--- src/logic/buck3_defines.svh ---
// offsets, field positions, reset values and timing counts of the buck3 control register
// assumes inclusion by bare name from any file of the block
`ifndef BUCK3_DEFINES_SVH
`define BUCK3_DEFINES_SVH

// register subaddress on the serial control interface
`define BUCK3_ADDR          8'h18
// unused byte value with the pulse-skip bit clear; the register resets to 9Fh
`define BUCK3_RESET         8'h1F
// field positions
`define BUCK3_PSE_BIT       7
`define BUCK3_RSV_BIT       6
`define BUCK3_CODE_MSB      5
`define BUCK3_CODE_LSB      0
// field reset values
`define BUCK3_PSE_RESET     1'b1
`define BUCK3_CODE_RESET    6'h1F
// monitor blanking time after a write, and the clock rate
`define BUCK3_BLANK_MS      5
`define BUCK3_CLOCK_KHZ     250000
`define BUCK3_BLANK_CYCLES  (`BUCK3_BLANK_MS * `BUCK3_CLOCK_KHZ)
// width of the blanking counter, enough for the full count
`define BUCK3_BLANK_W       21

`endif

--- src/logic/buck3_pkg.sv ---
// types shared by the buck3 control register files
// assumes buck3_defines.svh for the numbers
package buck3_pkg;

  // 6-bit output-voltage code, 0.900 V at code 0 up to 3.400 V at code 3F
  typedef logic [5:0] voltage_code_t;

  // power-up sequence of the register: catch the default select, then run
  typedef enum logic {
    ST_CATCH,
    ST_RUN
  } init_state_t;

endpackage

--- src/logic/blank_timer.sv ---
// restartable one-shot timer that holds its output for a fixed count of cycles
// assumes one clock and an asynchronous active-high reset
`timescale 1ns/10ps
`include "buck3_defines.svh"

module blank_timer #(
  parameter int COUNT = `BUCK3_BLANK_CYCLES
) (
  // clock and reset
  input  wire logic clk,
  input  wire logic rst,
  // control
  input  wire logic restart,
  // state
  output logic      blank
);
  logic [`BUCK3_BLANK_W-1:0] count;
  wire                       at_end = (count == `BUCK3_BLANK_W'(COUNT - 1));

  // restart wins; otherwise count out the interval and drop blank
  always_ff @(posedge clk or posedge rst) begin
    if (rst) begin
      count <= '0;
      blank <= 1'b0;
    end else if (restart) begin
      count <= '0;
      blank <= 1'b1;
    end else if (blank) begin
      count <= at_end ? count : count + 1'b1;
      blank <= !at_end;
    end
  end
endmodule

--- src/logic/buck3_voltage_control_reg.sv ---
// control register of the third step-down converter: pulse-skip enable and voltage code
// assumes the serial interface decodes a subaddress and strobes one-cycle read and write
// requests on CLOCK, and the password logic raises WRITE_UNLOCK for a permitted write;
// DEFAULT_SELECT_CODE is a settled level on CLOCK by the time reset is released
//
// Function
// - register answers at subaddress 18h and resets to value 9Fh
// - writes take effect only when unlocked by the password procedure
// - any performed write blanks over and undervoltage monitoring for 5 ms
// - power-up voltage code follows the sensed default-select resistor setting
// - bit 7 pulse-skip enable, reset 1; 0 forces fixed-frequency operation
// - bits 5..0 voltage code, 0 is 0.900 V, 3F is 3.400 V
`timescale 1ns/10ps
`include "buck3_defines.svh"

module buck3_voltage_control_reg #(
  parameter int BLANK_CYCLES = `BUCK3_BLANK_CYCLES
) (
  // clock and reset
  input  wire logic                 CLOCK,
  input  wire logic                 SYS_RST,
  // register access from the serial control interface
  input  wire logic [7:0]           REG_ADDR,
  input  wire logic [7:0]           REG_WDATA,
  input  wire logic                 REG_WR,
  input  wire logic                 REG_RD,
  output logic      [7:0]           REG_RDATA,
  output logic                      REG_RVALID,
  // password protection
  input  wire logic                 WRITE_UNLOCK,
  output logic                      WRITE_REFUSED,
  // sensed power-up default from the default-select resistor
  input  wire buck3_pkg::voltage_code_t DEFAULT_SELECT_CODE,
  // converter controls
  output logic                      PULSE_SKIP_ENABLE,
  output buck3_pkg::voltage_code_t  BUCK3_VOLTAGE_CODE,
  output logic                      MONITOR_BLANK
);
  // power-up sequence state
  buck3_pkg::init_state_t state;
  buck3_pkg::init_state_t next_state;

  // address decode and write qualification
  wire hit        = (REG_ADDR == `BUCK3_ADDR);
  wire catching   = (state == buck3_pkg::ST_CATCH);
  wire wr_hit     = REG_WR && hit && (state == buck3_pkg::ST_RUN);
  wire wr_accept  = wr_hit && WRITE_UNLOCK;
  wire wr_refuse  = wr_hit && !WRITE_UNLOCK;
  wire rd_hit     = REG_RD && hit;

  // read image: reserved bit forced to zero
  wire [7:0] read_image = {PULSE_SKIP_ENABLE, 1'b0, BUCK3_VOLTAGE_CODE};
  wire [7:0] next_rdata = rd_hit ? read_image : 8'h00;

  // power-up sequence: one cycle to catch the sensed default after release
  always_comb begin
    next_state = state;
    unique case (state)
      buck3_pkg::ST_CATCH: next_state = buck3_pkg::ST_RUN;
      buck3_pkg::ST_RUN:   next_state = buck3_pkg::ST_RUN;
    endcase
  end

  // state register: catch once after release, then run
  always_ff @(posedge CLOCK or posedge SYS_RST) begin
    if (SYS_RST) begin
      state <= buck3_pkg::ST_CATCH;
    end else begin
      state <= next_state;
    end
  end

  always_ff @(posedge CLOCK or posedge SYS_RST) begin
    if (SYS_RST) begin
      PULSE_SKIP_ENABLE <= `BUCK3_PSE_RESET;
    end else if (wr_accept) begin
      PULSE_SKIP_ENABLE <= REG_WDATA[`BUCK3_PSE_BIT];
    end
  end

  always_ff @(posedge CLOCK or posedge SYS_RST) begin
    if (SYS_RST) begin
      BUCK3_VOLTAGE_CODE <= `BUCK3_CODE_RESET;
    end else if (state == buck3_pkg::ST_CATCH) begin
      BUCK3_VOLTAGE_CODE <= DEFAULT_SELECT_CODE;
    end else if (wr_accept) begin
      BUCK3_VOLTAGE_CODE <= REG_WDATA[`BUCK3_CODE_MSB:`BUCK3_CODE_LSB];
    end
  end

  always_ff @(posedge CLOCK or posedge SYS_RST) begin
    if (SYS_RST) begin
      REG_RDATA     <= 8'h00;
      REG_RVALID    <= 1'b0;
      WRITE_REFUSED <= 1'b0;
    end else begin
      REG_RDATA     <= next_rdata;
      REG_RVALID    <= rd_hit;
      WRITE_REFUSED <= wr_refuse;
    end
  end

  blank_timer #(
    .COUNT   (BLANK_CYCLES)
  ) u_blank (
    .clk     (CLOCK),
    .rst     (SYS_RST),
    .restart (wr_accept),
    .blank   (MONITOR_BLANK)
  );

  // length of the current blanking interval, for the checks
  logic [`BUCK3_BLANK_W-1:0] blank_len;
  always_ff @(posedge CLOCK or posedge SYS_RST) begin
    if (SYS_RST) begin
      blank_len <= '0;
    end else if (wr_accept) begin
      blank_len <= '0;
    end else if (MONITOR_BLANK) begin
      blank_len <= blank_len + 1'b1;
    end
  end
endmodule

--- config.mk ---
export PLATFORM = sky130hd
export DESIGN_NAME = buck3_voltage_control_reg
export DESIGN_NICKNAME = d
export VERILOG_FILES = /design/src/logic/buck3_pkg.sv /design/src/logic/blank_timer.sv /design/src/logic/buck3_voltage_control_reg.sv
export VERILOG_INCLUDE_DIRS = /design/src /design/src/logic
export SDC_FILE = /design/constraint.sdc
export NUM_CORES = 1
export LEC_CHECK = 0
export ABC_AREA = 1
export BUFFER_PORTS_ARGS = -buffer_cell sky130_fd_sc_hd__buf_2
export CAP_MARGIN = 20
export CORE_UTILIZATION = 57
export CTS_BUF_LIST = sky130_fd_sc_hd__clkbuf_4 sky130_fd_sc_hd__clkbuf_8
export DETAILED_ROUTE_END_ITERATION = 16
export PLACE_DENSITY = 0.82
export SETUP_SLACK_MARGIN = 0.1
export SYNTH_ARGS = -nofsm -noshare
export SYNTH_HDL_FRONTEND = slang
export SYNTH_SLANG_ARGS = --single-unit
--- constraint.sdc ---
create_clock -name CLOCK -period 2.35 [get_ports CLOCK]
set_clock_uncertainty 0.15 [all_clocks]
set_input_delay 0.47 -clock CLOCK [delete_from_list [all_inputs] [get_ports CLOCK]]
set_output_delay 0.47 -clock CLOCK [all_outputs]
set_load 0.05 [all_outputs]
======== Yosys cells after proc, flatten, opt, wreduce, memory -nomap -nowiden ========
Cells that the tools add are included.
operators by class
  mux-type cells .......................... 8
  reduce and logical (&&, ||, !) cells .... 9
  eq/ne operators ......................... 4
  add/subtract/negate cells ............... 1
operator list
  kind                     number
  $mux W21                 3
  $add A21 B1 Y21 const B  1
  $eq A21 B21 Y1 const B   1
  $mux W6                  2
  $eq A8 B5 Y1 const B     1
  $mux W8                  1
  $logic_and A1 B1 Y1      5
  $ne A2 B1 Y1 const B     2
  $logic_not A1 Y1         2
  $mux W1                  2
  $reduce_and A2 Y1        1
  $reduce_bool A2 Y1       1
word-level totals
  bits of input ports ..................... 27
  bits in registers ....................... 40
  output and inout bits ................... 18

======== Longest topological paths before layout ========
  depth in word-level cells ............... 6
  mapped depth ............................ 11
  mapped depth without buffers ............ 10

======== By module ========
A second synthesis with hierarchy kept.
unflattened totals
  cells, all modules ...................... 300
  area total of the unflattened synthesis .. 2,270.9 um^2
by module, submodules not included
  module                     area an instance (um^2)  times used  sequential area each (um^2)  cells an instance
  blank_timer                1,472.7                  1           550.5                        215
  buck3_voltage_control_reg  798.3                    1           432.9                        85

======== Worst setup path after synthesis ========
No wires, ideal clock.
  path kind ............................... register -> register
  start ................................... register u_blank.count[0]
  end ..................................... register u_blank.count[4]
  required time ........................... 2.083 ns
  path slack .............................. 0.616 ns
  stages on the path, launching flop included .. 10
  data arrival time ....................... 1.467 ns
  cells stage by stage .................... dfrtp_1 ha_1 nand3_2 nor2_2 nand3_4 nand2_4 inv_2 buf_2 nand3b_1 nand2_1
between the ends
  cells in the longest elaborated chain, start to end .. 4
  elaborated cells between the ends (all ways) .. 7
ends and longest elaborated chain
  what                    RTL line           text
  start, declared         blank_timer.sv:17  logic [`BUCK3_BLANK_W-1:0] count;
  start signal, assigned  blank_timer.sv:29  count <= at_end ? count : count + 1'b1;
  $add A21 B1 Y21         blank_timer.sv:29
  $mux W21                blank_timer.sv:29
  $mux W21                blank_timer.sv:28  end else if (blank) begin
  $mux W21                blank_timer.sv:25  end else if (restart) begin
Parallel ways exist; a longest one is shown, timed or not. The select of a mux whose other input is x is not followed.
A chain may end at the register's enable or synchronous reset.

======== Worst setup path in the final report ========
  start ................................... register u_blank.count[0]
  end ..................................... register u_blank.count[3]
The elaborated chain is that of the path after synthesis.

==> run metrics <==
most numerous cell in the Yosys netlist=nand2_1; TritonCTS buffer count=5; Post-synth ARST share=1.000; n_diodes=0; post-synthesis net count=approximately 320; WP data arrival=about 2.0 ns; FF+latch count, synth=39; IO buf count=42; Max Cap Viol=0; Critical Path Fanout Max=15; first-pass GRT wire length=approximately 8600 µm; Yosys cell types=26; All-Layer GR Usage=0.2694; Startpoint Class=flip-flop; Peak VDD IR=0.0005121 V; WP data required=about 2.4 ns; Commonest cells post-synth=76 x nand2_1, 54 x nor2_1, 33 x dfrtp_1; num rows=22; Die H=around 65 µm; Hold-fix buffers, CTS=0; Die X-Extent=around 65 µm; top cells by area, synth=dfrtp_1 37%, nand2_1 13%, nor2_1 9.0%; clk buf depth=2; clk_lat worst skew=~0.31 ns; reg2reg setup slack=about 0.43 ns; FF-to-FF Start=u_blank.count[0]; final antenna-violating net count=0; Via density=5.170; CTS H-tree lvls=2; Final Hold Viols=0; Syn. warnings=0; Layout area overhead=15.69%; routed length per instance=around 13 µm; core area=between 3000 and 4000 µm²; FMAX=~520 MHz; DR vias=between 2k and 2.5k; GR Overflow Total=0; LEAKAGE=between 1 and 1.5 nW; Routability Congestion=around 0.86; post-CTS resize count=0; worst reg2reg path depth=9; initial drt markers=142; top_reg_cell synth=dfrtp_1; post-synth top area cell=dfrtp_1; initial antenna violation count=0; area share of the leading cell type in the synthesized netlist=0.3673; CTS tree=built; status=finished clean; layout cells sized above 1=0.2500; number of global-route vias before repair=about 2k; Setup Fix Bufs, Post-CTS=0; post-layout min period=between 1.5 and 2 ns; DP Wirelength=roughly 3600 µm; TNS Setup=0 ns; unrepaired setup endpoints after global routing=no; largest net degree at the start of global routing=40; Avg Inst Size Synth=around 7.6 µm²; CTS sink count=39; Util after Layout=0.7000; Clock transition at path regs=approximately 0.080 ns; detailed-router iteration count before antenna repair=5; Synth Instances=between 200 and 300; Layout Nets=roughly 370; Final Setup Violations=0; drc violations=0; Worst Hold Class=in -> async; clock root cell=clkbuf_8; Post-synth EDFFs=0; Ports=45; Max Slew Vio Count=0; register area share after synthesis=0.4374; PD cells=between 600 and 700 nW/µm²; CP Capture Type=flip-flop; Die ar.=4200 µm²; worst reg2reg endpoint=u_blank.count[3]; crit share post-route=0.8151; final WL=a little under 5000 µm; Cell Area, Synth=2248 µm²; Initial Util=0.6051; critical path class=reg -> reg
## critical path, stage by stage, from the launching register on
cell	delay, ns
dfrtp_1	0.42
ha_1	0.29
nand3_2	0.14
nor2_2	0.20
nand3_4	0.13
nand2_4	0.11
nand2_4	0.10
clkinv_4	0.16
nand2_1	0.07
nand2_1	0.07
## metal layers
layer	vias up	track usage	share of wire
li1	1012	-	-
met2	48	0.4505	0.50
met5	-	0	0
met4	0	0.1028	0.012
met3	7	0.06162	0.053
met1	939	0.3364	0.44
## per-stage QoR
step / power (W) / instances / worst slack [ns] / hold WS [ns] / cell area [µm²]
final: 0.001768 / 388 / 0.4345 / 0.1184 / 2601
after global routing: 0.001865 / 388 / 0.2184 / 0.1683 / 2601
after CTS: 0.001778 / 388 / 0.4393 / 0.1323 / 2601
after detailed placement: 0.001207 / 380 / 0.3805 / 0.3356 / 2487
after global placement: 0.001195 / 380 / 0.4704 / 0.3366 / 2487
after floorplan: 0.001112 / 294 / 0.6163 / 0.3369 / 2248
## worst max-delay path by stage
stage | startpoint | endpoint | cells after the start | slack [ns]
3_5_place_dp | REG_ADDR[7] | u_blank.count[20] | 9 | 0.38
5_1_grt | u_blank.count[0] | u_blank.count[18] | 9 | 0.22
3_3_place_gp | REG_ADDR[1] | u_blank.count[3] | 9 | 0.47
2_1_floorplan | u_blank.count[0] | u_blank.count[4] | 9 | 0.62
6_report | u_blank.count[0] | u_blank.count[3] | 9 | 0.43
4_1_cts | u_blank.count[0] | u_blank.count[20] | 9 | 0.44
## sequential cells by signal (all words and copies together), names as in the netlist
name,cells
REG_RVALID,1
u_blank.blank,1
REG_RDATA,7
WRITE_REFUSED,1
u_blank.count,21
state,1
PULSE_SKIP_ENABLE,1
BUCK3_VOLTAGE_CODE,6
## power breakdown
group	total (W)	switching, W	internal [W]
combinational	0.000357	0.000221	0.000136
sequential	0.000841	0.0000939	0.000747
clock	0.000570	0.000242	0.000328
total	0.00177	0.000556	0.00121
## final cells by class
| cell class | instances | area [µm²] |
|---|---|---|
| Clock buffer | 6 | 76.32 |
| Clock inverter | 2 | 37.54 |
| Timing Repair Buffer | 44 | 225.2 |
| Inverter | 31 | 121.4 |
| Tap cell | 48 | 60.06 |
| Sequential cell | 39 | 983.4 |
| Fill cell | 320 | 1115 |
| Multi-Input combinational cell | 218 | 1097 |
## cells in the final DEF, fill, tap and decap left out
cell / instances
clkinv_4: 1
clkbuf_8: 5
dfrtp_1: 33
nand2_2: 9
nand3b_1: 4
mux2_2: 6
clkbuf_4: 1
conb_1: 2
nand4_2: 2
nand3_4: 1
inv_2: 2
clkinvlp_4: 1
nand3_1: 25
buf_4: 2
nand3_2: 1
nor2_1: 54
xor2_1: 12
ha_1: 1
nor3_1: 1
inv_1: 28
dfstp_2: 6
buf_2: 42
nand4_1: 9
bufinv_16: 1
nand2_1: 76
nand2_4: 2
o21ai_0: 10
nor2_2: 3
## cells by family (layout without fill, tap and decap cells)
group	Yosys count	in the layout	share of synthesized area
other	2	2	0.003340
adders and majority gates	1	1	0.005564
and+or+nand+nor	187	187	0.3801
muxes	6	6	0.03005
DFF	39	39	0.4374
buffers and inverters	37	83	0.07457
xor gates and xnor gates	12	12	0.04674
AOI/OAI and AO/OA	10	10	0.02226
No activity file was read; power rests on OpenSTA's default activity.
